**src/design/gst_consts.svh**
```systemverilog
`ifndef GST_CONSTS_SVH
`define GST_CONSTS_SVH

// Register word indexes; the byte address is four times the index.
`define GST_IDX_CTRL       3'h0
`define GST_IDX_GATE       3'h1
`define GST_IDX_COUNT_LOW  3'h2
`define GST_IDX_COUNT_HIGH 3'h3
`define GST_IDX_STATUS     3'h4
`define GST_IDX_MASK       3'h5

// Control register fields.
`define GST_CTRL_ON        0
`define GST_CTRL_SYNC_DIS  2
`define GST_CTRL_PRE_LO    4
`define GST_CTRL_PRE_HI    5
`define GST_CTRL_SRC_LO    6
`define GST_CTRL_SRC_HI    7

// Gate control register fields.
`define GST_GATE_SEL       4
`define GST_GATE_POL       6
`define GST_GATE_EN        7

// Status and mask fields.
`define GST_STAT_OVF       0

// Reset values and counts.
`define GST_CTRL_RESET     6'h00
`define GST_GATE_RESET     3'h0
`define GST_COUNT_RESET    16'h0000
`define GST_COUNT_MAX      16'hffff
`define GST_INSTR_LAST     2'h3
`define GST_PRE_ZERO       3'h0
`define GST_RDATA_ZERO     32'h0000_0000

`endif

```
**src/design/gst_pkg.sv**
```systemverilog
package gst_pkg;

    typedef enum logic [1:0] {
        GST_SRC_INSTR  = 2'b00,
        GST_SRC_SYSTEM = 2'b01,
        GST_SRC_EXT    = 2'b10,
        GST_SRC_LFOSC  = 2'b11
    } gst_src_t;

    typedef struct packed {
        logic       on;
        logic       sync_dis;
        logic [1:0] prescale;
        gst_src_t   source;
    } gst_ctrl_t;

    typedef struct packed {
        logic enable;
        logic polarity;
        logic source_sel;
    } gst_gate_t;

endpackage : gst_pkg

```
**src/design/gst_timer.sv**
```systemverilog
`timescale 1ns/10ps
`default_nettype none
`include "gst_consts.svh"

module gst_timer (
    // Clock and reset
    input  wire logic        i_clock,
    input  wire logic        i_rst_n,
    // Avalon-MM slave
    input  wire logic [2:0]  i_avs_address,
    input  wire logic        i_avs_read,
    input  wire logic        i_avs_write,
    input  wire logic [31:0] i_avs_writedata,
    input  wire logic [3:0]  i_avs_byteenable,
    output logic      [31:0] o_avs_readdata,
    output logic             o_avs_waitrequest,
    // Pins and neighbouring logic
    input  wire logic        i_external_clock_pin,
    input  wire logic        i_gate_pin,
    input  wire logic        i_low_freq_internal_osc,
    input  wire logic        i_byte_timer_wrap_pulse,
    input  wire logic        i_sleep,
    // Events
    output logic             o_irq,
    output logic             o_wake
);

    logic [1:0]        rst_sync_reg;
    logic              rst_n;
    gst_pkg::gst_ctrl_t ctrl_reg;
    gst_pkg::gst_gate_t gate_reg;
    logic [15:0]       count_reg;
    logic [15:0]       count_next;
    logic [2:0]        pre_reg;
    logic [1:0]        instr_reg;
    logic [1:0]        ext_sync_reg;
    logic [1:0]        lfo_sync_reg;
    logic [1:0]        gpin_sync_reg;
    logic              ext_prev_reg;
    logic              lfo_prev_reg;
    logic              ext_step_reg;
    logic              armed_reg;
    logic              status_reg;
    logic              mask_reg;
    logic              wait_reg;
    logic [31:0]       rdata_reg;
    logic              irq_reg;
    logic              wake_reg;
    logic              accept;
    logic              take_req;
    logic              wr_ctrl;
    logic              wr_gate;
    logic              wr_low;
    logic              wr_high;
    logic              cnt_wr;
    logic              rd_status;
    logic              instr_tick;
    logic              ext_rise;
    logic              ext_fall;
    logic              lfo_rise;
    logic              src_tick;
    logic              gate_src;
    logic              gate_active;
    logic              run;
    logic [2:0]        pre_mask;
    logic              pre_done;
    logic              inc;
    logic              ovf;
    logic [31:0]       rdata_next;
    logic              status_clr;
    logic              sys_full;

    // Reset is released through two flops so every flop leaves reset on the same edge.
    always_ff @(posedge i_clock or negedge i_rst_n) begin
        if (!i_rst_n) begin
            rst_sync_reg <= 2'h0;
        end else begin
            rst_sync_reg <= {rst_sync_reg[0], 1'b1};
        end
    end
    assign rst_n = rst_sync_reg[1];

    // Pin synchronisers; only the second stage is ever looked at.
    always_ff @(posedge i_clock or negedge rst_n) begin
        if (!rst_n) begin
            ext_sync_reg  <= 2'h0;
            lfo_sync_reg  <= 2'h0;
            gpin_sync_reg <= 2'h0;
            ext_prev_reg  <= 1'b0;
            lfo_prev_reg  <= 1'b0;
        end else begin
            ext_sync_reg  <= {ext_sync_reg[0], i_external_clock_pin};
            lfo_sync_reg  <= {lfo_sync_reg[0], i_low_freq_internal_osc};
            gpin_sync_reg <= {gpin_sync_reg[0], i_gate_pin};
            ext_prev_reg  <= ext_sync_reg[1];
            lfo_prev_reg  <= lfo_sync_reg[1];
        end
    end

    assign ext_rise = ext_sync_reg[1] && !ext_prev_reg;
    assign ext_fall = !ext_sync_reg[1] && ext_prev_reg;
    assign lfo_rise = lfo_sync_reg[1] && !lfo_prev_reg;

    // Instruction cycle is the system clock divided by four.
    always_ff @(posedge i_clock or negedge rst_n) begin
        if (!rst_n) begin
            instr_reg <= 2'h0;
        end else begin
            instr_reg <= instr_reg + 2'h1;
        end
    end
    assign instr_tick = (instr_reg == `GST_INSTR_LAST);

    // Synchronous mode holds an external edge until the next instruction phase, so the
    // count steps on the processor's phase clock; asynchronous mode takes the edge at
    // once. Changing modes with an edge pending can drop or add one step, which is
    // accepted rather than guarded against. Synchronous external counting stops in sleep; the phase counter runs on.
    always_ff @(posedge i_clock or negedge rst_n) begin
        if (!rst_n) begin
            ext_step_reg <= 1'b0;
        end else if (ctrl_reg.sync_dis || cnt_wr || !ctrl_reg.on) begin
            ext_step_reg <= 1'b0;
        end else if (instr_tick) begin
            ext_step_reg <= ext_rise && armed_reg;
        end else if (ext_rise && armed_reg) begin
            ext_step_reg <= 1'b1;
        end
    end

    // A falling edge must be seen before the first counted rising edge.
    always_ff @(posedge i_clock or negedge rst_n) begin
        if (!rst_n) begin
            armed_reg <= 1'b0;
        end else if (!ctrl_reg.on || cnt_wr) begin
            armed_reg <= 1'b0;
        end else if (ext_fall) begin
            armed_reg <= 1'b1;
        end
    end

    // Clock source selection.
    always_comb begin
        unique case (ctrl_reg.source)
            gst_pkg::GST_SRC_INSTR:  src_tick = instr_tick && !i_sleep;
            gst_pkg::GST_SRC_SYSTEM: src_tick = !i_sleep;
            gst_pkg::GST_SRC_EXT:    src_tick = ctrl_reg.sync_dis ?
                                                (ext_rise && armed_reg) :
                                                (ext_step_reg && instr_tick && !i_sleep);
            gst_pkg::GST_SRC_LFOSC:  src_tick = lfo_rise;
        endcase
    end

    // Gate source and polarity. The wrap pulse is a one-cycle rising pulse.
    assign gate_src    = gate_reg.source_sel ? i_byte_timer_wrap_pulse : gpin_sync_reg[1];
    assign gate_active = (gate_src == gate_reg.polarity);
    assign run         = ctrl_reg.on && (!gate_reg.enable || gate_active);

    // Prescaler divides source ticks by 1, 2, 4 or 8.
    always_comb begin
        unique case (ctrl_reg.prescale)
            2'h0: pre_mask = 3'h0;
            2'h1: pre_mask = 3'h1;
            2'h2: pre_mask = 3'h3;
            2'h3: pre_mask = 3'h7;
        endcase
    end
    assign pre_done = ((pre_reg & pre_mask) == pre_mask);
    assign inc      = run && src_tick && pre_done && !cnt_wr;
    assign ovf      = inc && (count_reg == `GST_COUNT_MAX);

    // Hidden prescale counter, cleared by any write to the count.
    always_ff @(posedge i_clock or negedge rst_n) begin
        if (!rst_n) begin
            pre_reg <= `GST_PRE_ZERO;
        end else if (cnt_wr || !ctrl_reg.on) begin
            pre_reg <= `GST_PRE_ZERO;
        end else if (run && src_tick) begin
            pre_reg <= pre_done ? `GST_PRE_ZERO : pre_reg + 3'h1;
        end
    end

    // Bus decode. A request is answered one cycle after it appears.
    assign take_req  = (i_avs_read || i_avs_write) && wait_reg;
    assign accept    = (i_avs_read || i_avs_write) && !wait_reg;
    assign wr_ctrl   = accept && i_avs_write && (i_avs_address == `GST_IDX_CTRL) && i_avs_byteenable[0];
    assign wr_gate   = accept && i_avs_write && (i_avs_address == `GST_IDX_GATE) && i_avs_byteenable[0];
    assign wr_low    = accept && i_avs_write && (i_avs_address == `GST_IDX_COUNT_LOW) && i_avs_byteenable[0];
    assign wr_high   = accept && i_avs_write && (i_avs_address == `GST_IDX_COUNT_HIGH) && i_avs_byteenable[0];
    assign cnt_wr    = wr_low || wr_high;
    assign rd_status = accept && i_avs_read && (i_avs_address == `GST_IDX_STATUS);
    // A read clears only a flag that its own snapshot returned, so an overflow between snapshot and clear is kept.
    assign status_clr = rd_status && rdata_reg[`GST_STAT_OVF];

    // Each counter byte loads from its own write; a write wins over an increment, so a
    // write into a running timer leaves a value software cannot predict.
    always_comb begin
        count_next = inc ? count_reg + 16'h0001 : count_reg;
        for (int b = 0; b < 2; b++) begin
            if ((b == 0) ? wr_low : wr_high) begin
                count_next[b*8 +: 8] = i_avs_writedata[7:0];
            end
        end
    end

    always_ff @(posedge i_clock or negedge rst_n) begin
        if (!rst_n) begin
            count_reg <= `GST_COUNT_RESET;
        end else begin
            count_reg <= count_next;
        end
    end

    // Control registers start cleared, so the timer is off after reset.
    always_ff @(posedge i_clock or negedge rst_n) begin
        if (!rst_n) begin
            ctrl_reg <= `GST_CTRL_RESET;
            gate_reg <= `GST_GATE_RESET;
            mask_reg <= 1'b0;
        end else begin
            if (wr_ctrl) begin
                ctrl_reg.on       <= i_avs_writedata[`GST_CTRL_ON];
                ctrl_reg.sync_dis <= i_avs_writedata[`GST_CTRL_SYNC_DIS];
                ctrl_reg.prescale <= i_avs_writedata[`GST_CTRL_PRE_HI:`GST_CTRL_PRE_LO];
                ctrl_reg.source   <= gst_pkg::gst_src_t'(i_avs_writedata[`GST_CTRL_SRC_HI:`GST_CTRL_SRC_LO]);
            end
            if (wr_gate) begin
                gate_reg.enable     <= i_avs_writedata[`GST_GATE_EN];
                gate_reg.polarity   <= i_avs_writedata[`GST_GATE_POL];
                gate_reg.source_sel <= i_avs_writedata[`GST_GATE_SEL];
            end
            if (accept && i_avs_write && (i_avs_address == `GST_IDX_MASK) && i_avs_byteenable[0]) begin
                mask_reg <= i_avs_writedata[`GST_STAT_OVF];
            end
        end
    end

    // Overflow flag: a new overflow wins over the clearing read.
    always_ff @(posedge i_clock or negedge rst_n) begin
        if (!rst_n) begin
            status_reg <= 1'b0;
        end else if (ovf) begin
            status_reg <= 1'b1;
        end else if (status_clr) begin
            status_reg <= 1'b0;
        end
    end

    // Interrupt level, and a wake pulse for an overflow counted while asleep.
    always_ff @(posedge i_clock or negedge rst_n) begin
        if (!rst_n) begin
            irq_reg  <= 1'b0;
            wake_reg <= 1'b0;
        end else begin
            irq_reg  <= (ovf || (status_reg && !status_clr)) && mask_reg;
            wake_reg <= ovf && i_sleep && mask_reg;
        end
    end

    // Read data; the count is one registered word, so each byte read is a clean
    // snapshot even when the source is asynchronous to the bus.
    always_comb begin
        rdata_next = `GST_RDATA_ZERO;
        unique case (i_avs_address)
            `GST_IDX_CTRL: begin
                rdata_next[`GST_CTRL_ON]                           = ctrl_reg.on;
                rdata_next[`GST_CTRL_SYNC_DIS]                     = ctrl_reg.sync_dis;
                rdata_next[`GST_CTRL_PRE_HI:`GST_CTRL_PRE_LO]      = ctrl_reg.prescale;
                rdata_next[`GST_CTRL_SRC_HI:`GST_CTRL_SRC_LO]      = ctrl_reg.source;
            end
            `GST_IDX_GATE: begin
                rdata_next[`GST_GATE_EN]  = gate_reg.enable;
                rdata_next[`GST_GATE_POL] = gate_reg.polarity;
                rdata_next[`GST_GATE_SEL] = gate_reg.source_sel;
            end
            `GST_IDX_COUNT_LOW:  rdata_next[7:0] = count_reg[7:0];
            `GST_IDX_COUNT_HIGH: rdata_next[7:0] = count_reg[15:8];
            `GST_IDX_STATUS:     rdata_next[`GST_STAT_OVF] = status_reg;
            `GST_IDX_MASK:       rdata_next[`GST_STAT_OVF] = mask_reg;
            default:             rdata_next = `GST_RDATA_ZERO;
        endcase
    end

    // Waitrequest is high at rest and drops for exactly one cycle per request.
    always_ff @(posedge i_clock or negedge rst_n) begin
        if (!rst_n) begin
            wait_reg  <= 1'b1;
            rdata_reg <= `GST_RDATA_ZERO;
        end else begin
            wait_reg <= !take_req;
            if (take_req) begin
                rdata_reg <= rdata_next;
            end
        end
    end

    assign o_avs_readdata    = rdata_reg;
    assign o_avs_waitrequest = wait_reg;
    assign o_irq             = irq_reg;
    assign o_wake            = wake_reg;

    assign sys_full = ctrl_reg.on && !gate_reg.enable && ctrl_reg.prescale == 2'h0 && !i_sleep
                      && ctrl_reg.source == gst_pkg::GST_SRC_SYSTEM && !cnt_wr;
endmodule : gst_timer

`default_nettype wire

```
**config.mk**
```make
export PLATFORM = sky130hd
export DESIGN_NAME = gst_timer
export DESIGN_NICKNAME = d
export VERILOG_FILES = /design/src/design/gst_pkg.sv /design/src/design/gst_timer.sv
export VERILOG_INCLUDE_DIRS = /design/src /design/src/design
export SDC_FILE = /design/constraint.sdc
export NUM_CORES = 1
export LEC_CHECK = 0
export ABC_AREA = 1
export BUFFER_PORTS_ARGS = -buffer_cell sky130_fd_sc_hd__buf_2
export CORE_MARGIN = 3
export CORE_UTILIZATION = 40
export CTS_BUF_LIST = sky130_fd_sc_hd__clkbuf_4
export CTS_CLUSTER_SIZE = 16
export DETAILED_ROUTE_END_ITERATION = 6
export PLACE_DENSITY = 0.64
export SLEW_MARGIN = 20
export SYNTH_ARGS = -nofsm -noshare
export SYNTH_HDL_FRONTEND = slang
export SYNTH_SLANG_ARGS = --single-unit
```
**constraint.sdc**
```tcl
create_clock -name i_clock -period 3.7 [get_ports i_clock]
set_clock_uncertainty 0.05 [all_clocks]
set_input_delay 0.185 -clock i_clock [delete_from_list [all_inputs] [get_ports i_clock]]
set_output_delay 0.185 -clock i_clock [all_outputs]
set_load 0.02 [all_outputs]
```
==> impl_metrics.py <==
metrics = {
    "global_routing": {
        "grt-ovfl-total": 0,
        "track_usage_pct": 17.3,
        "antenna_found_initial": 0,
        "grt_pass1_wl_um": 12500,
        "grt_max_degree": 32,
        "grt_pass1_vias": 2573,
    },
    "floorplanning": {
        "dieHeight_um": 96.1,
        "pin_count": 83,
        "die_w_um": 96.1,
        "start_util_pct": 41.6,
        "die-area_um2": 9240,
        "rows": 32,
        "coreArea_um2": 7810,
    },
    "logic_synthesis": {
        "synthDistinctLibCells": 36,
        "ys.warnings.count": 0,
        "syn_inst": 431,
        "async_reset_ff_share_pct": 100,
        "synth.most_common_cell": "nand2_1",
        "synth_flop_cell": "dfrtp_1",
        "synth_edf_count": 0,
        "synthAdderAreaFrac_pct": 1.92,
        "syn_area_per_cell_um2": 7.54,
        "synth_compound_area_share_pct": 9.85,
        "synthXorXnorAreaFrac_pct": 1.35,
        "synth_top_family_by_area": "simple AND/OR/NAND/NOR gates",
        "yosysSeqAreaShare_pct": 42.4,
        "netlist_top_cells_count": "133 x nand2_1, 54 x dfrtp_1, 44 x inv_1",
        "yosys.area_share.simple_pct": 31.1,
        "synth_area_um2": 3250,
        "synthMuxAreaShare_pct": 0,
        "synth_area_leader_cell": "dfrtp_1",
        "synth_seq_cells": 55,
        "synth_area_leaders": "dfrtp_1 42%, nand2_1 15%, nand3_1 6.2%, buf_4 5.5%, inv_1 5.1%",
        "netlist.area_leader.share_pct": 41.6,
    },
    "clock_tree": {
        "cts_max_level": 2,
        "clock-sinks": 55,
        "cts.clk_slew.worst_paths_ps": 170,
        "clockBufferDepth": 2,
        "postCtsSetupBuffers": 0,
        "root_buffer": "clkbuf_4",
        "clkLatencyLatePin_ps": 390,
        "numCtsBuffers": 5,
        "cts_tree": "built",
    },
    "setup_path": {
        "path_buf_inv": 2,
        "crit_arrival_ps": 2070,
        "reg2reg_depth": 10,
        "worstSetupStartpointType": "flop",
        "rr_endpoint": "count_reg[8]",
        "max_stage_delay_ps": 590,
        "cp.required_ps": 3990,
        "cp-startpoint": "o_avs_waitrequest",
        "cp_max_fo": 19,
        "crit_path_end_kind": "flop",
        "cp_top_family": "simple AND/OR/NAND/NOR gates",
        "endpoint": "count_reg[8]",
        "cp_slowest_cell": "dfstp_2",
        "path_depth": 10,
        "r2r_start": "o_avs_waitrequest",
        "rrSetupSlack_ps": 1910,
        "cpMostUsedCell": "nand2_1",
        "worstSetupPathType": "reg2reg",
        "path_cells": "inv_2, nand2_2, nor2_8, nand3_1, nand2_1, inv_2, nand3_4, nand2_2, nand2_1, nand2_1",
    },
    "sta": {
        "max_freq_ghz": 0.559,
        "slew_violations": 0,
        "slew_headroom_pct": 65.4,
        "setup_tns_ps": 0,
        "min_period_ps": 1790,
        "finalSetupViolCount": 0,
        "tightest_slew_ps": 518,
        "post-route-period-util_pct": 48.3,
        "layout_setup_ws_ps": 1910,
        "hold_viol": 0,
        "rsz0062_at_grt": "no",
    },
    "hold_path": {
        "hold_class": "in2reg",
    },
    "power": {
        "power_density_nw_per_um2": 361,
        "p_leak_nw": 1.81,
        "ir_worst_vdd_mv": 0.140,
        "power_mw": 1.28,
    },
    "layout": {
        "stdcell_count": 573,
        "area_growth_syn_to_layout_pct": 9.12,
        "multi_input_area_um2": 1530,
        "regArea_um2": 1380,
        "largest_register_ffs": 16,
        "layout-drive-gt1-share_pct": 14.4,
        "antenna_cells": 0,
        "nFillCells": 807,
        "final_nets": 523,
    },
    "drt": {
        "via_per_inst": 4.87,
        "routed_wl_um": 7340,
        "dr.pass1.iters": 4,
        "drt_iter0_drc": 129,
        "vias": 2792,
        "wire_per_inst_um": 12.8,
        "final_antenna_net_count": 0,
        "drt_drc_violations_left": 0,
    },
    "placed_design": {
        "pre_cts_ws_ps": 1930,
        "portBuffers": 31,
        "dp_hpwl_um": 5590,
        "gp_congestion": 0.912,
        "dp.cells": 557,
    },
    "run": {
        "maxCapViolations": 0,
    },
    "status": {
        "status": "complete, no violations",
    },
}
logic make-up (layout without fill, tap and decap cells):
logic type / count (synthesis) / in the layout
compound gates: 56 / 56
xor+xnor: 5 / 5
fa+ha+maj: 5 / 5
buf+inv: 83 / 100
flops: 55 / 55
other cells: 2 / 25
simple gates: 225 / 225
power breakdown:
part,internal (mW),leakage (nW),switching (mW)
Clock,0.0838,0.0385,0.213
Combinational,0.0929,1.05,0.174
Sequential,0.654,0.727,0.0622
Total,0.831,1.81,0.449
stage by stage:
stage	hold WS (ps)	util, %	cell area (um^2)
finish	44.8	45.4	3550
global route	30.4	45.4	3550
CTS	26.4	45.4	3550
detailed placement	-74.2	43.5	3400
global placement	-75.1	43.5	3400
floorplan	-161	-	3340
per-layer routing:
layer | GRT usage (%) | share of wire, %
met5 | 0 | 0
met2 | 27.0 | 45
met3 | 2.89 | 5.3
met4 | 5.81 | 2.0
met1 | 24.2 | 47
worst reg2reg max path, stage by stage (launching register included):
cell     delay [ps]
dfstp_2         590
inv_2            40
nand2_2         110
nor2_8           60
nand3_1          90
nand2_1          70
inv_2            70
nand3_4         230
nand2_2         270
nand2_1          80
nand2_1          70
worst min path at each step:
stage | slack [ps] | startpoint | endpoint | depth (start not counted)
after detailed placement | -70 | i_rst_n | rst_sync_reg[0] | 1
after global routing | 30 | i_sleep | o_wake | 3
final | 40 | i_avs_writedata[7] | count_reg[15] | 5
after CTS | 30 | i_avs_writedata[7] | count_reg[15] | 5
after global placement | -80 | i_rst_n | rst_sync_reg[0] | 1
after floorplan | -160 | i_rst_n | rst_sync_reg[0] | 0
cell type report:
cell class              count  share of cell area [%]
clock buffers               5                    1.06
clock inverters             3                   0.952
inverters                  52                    5.50
multi-input cells         316                    43.2
flip-flops and latches     55                    38.9
well taps                 102                    3.60
repair buffers             40                    6.84
what timing repair did:
action,in CTS,in global routing
resized for setup,0,0
hold buffers,8,0
hold endpoints to repair,7,0
placed cells by master, fill, tap and decap left out, types with 8 or more instances in the layout:
master	instances
nand3_1	40
o21ai_1	13
o21ai_0	22
dlygate4sd3_1	8
nor2_1	25
dfrtp_1	53
inv_2	8
nand2_1	133
buf_2	31
inv_1	44
conb_1	25
Power figures use the tool's default switching activity.
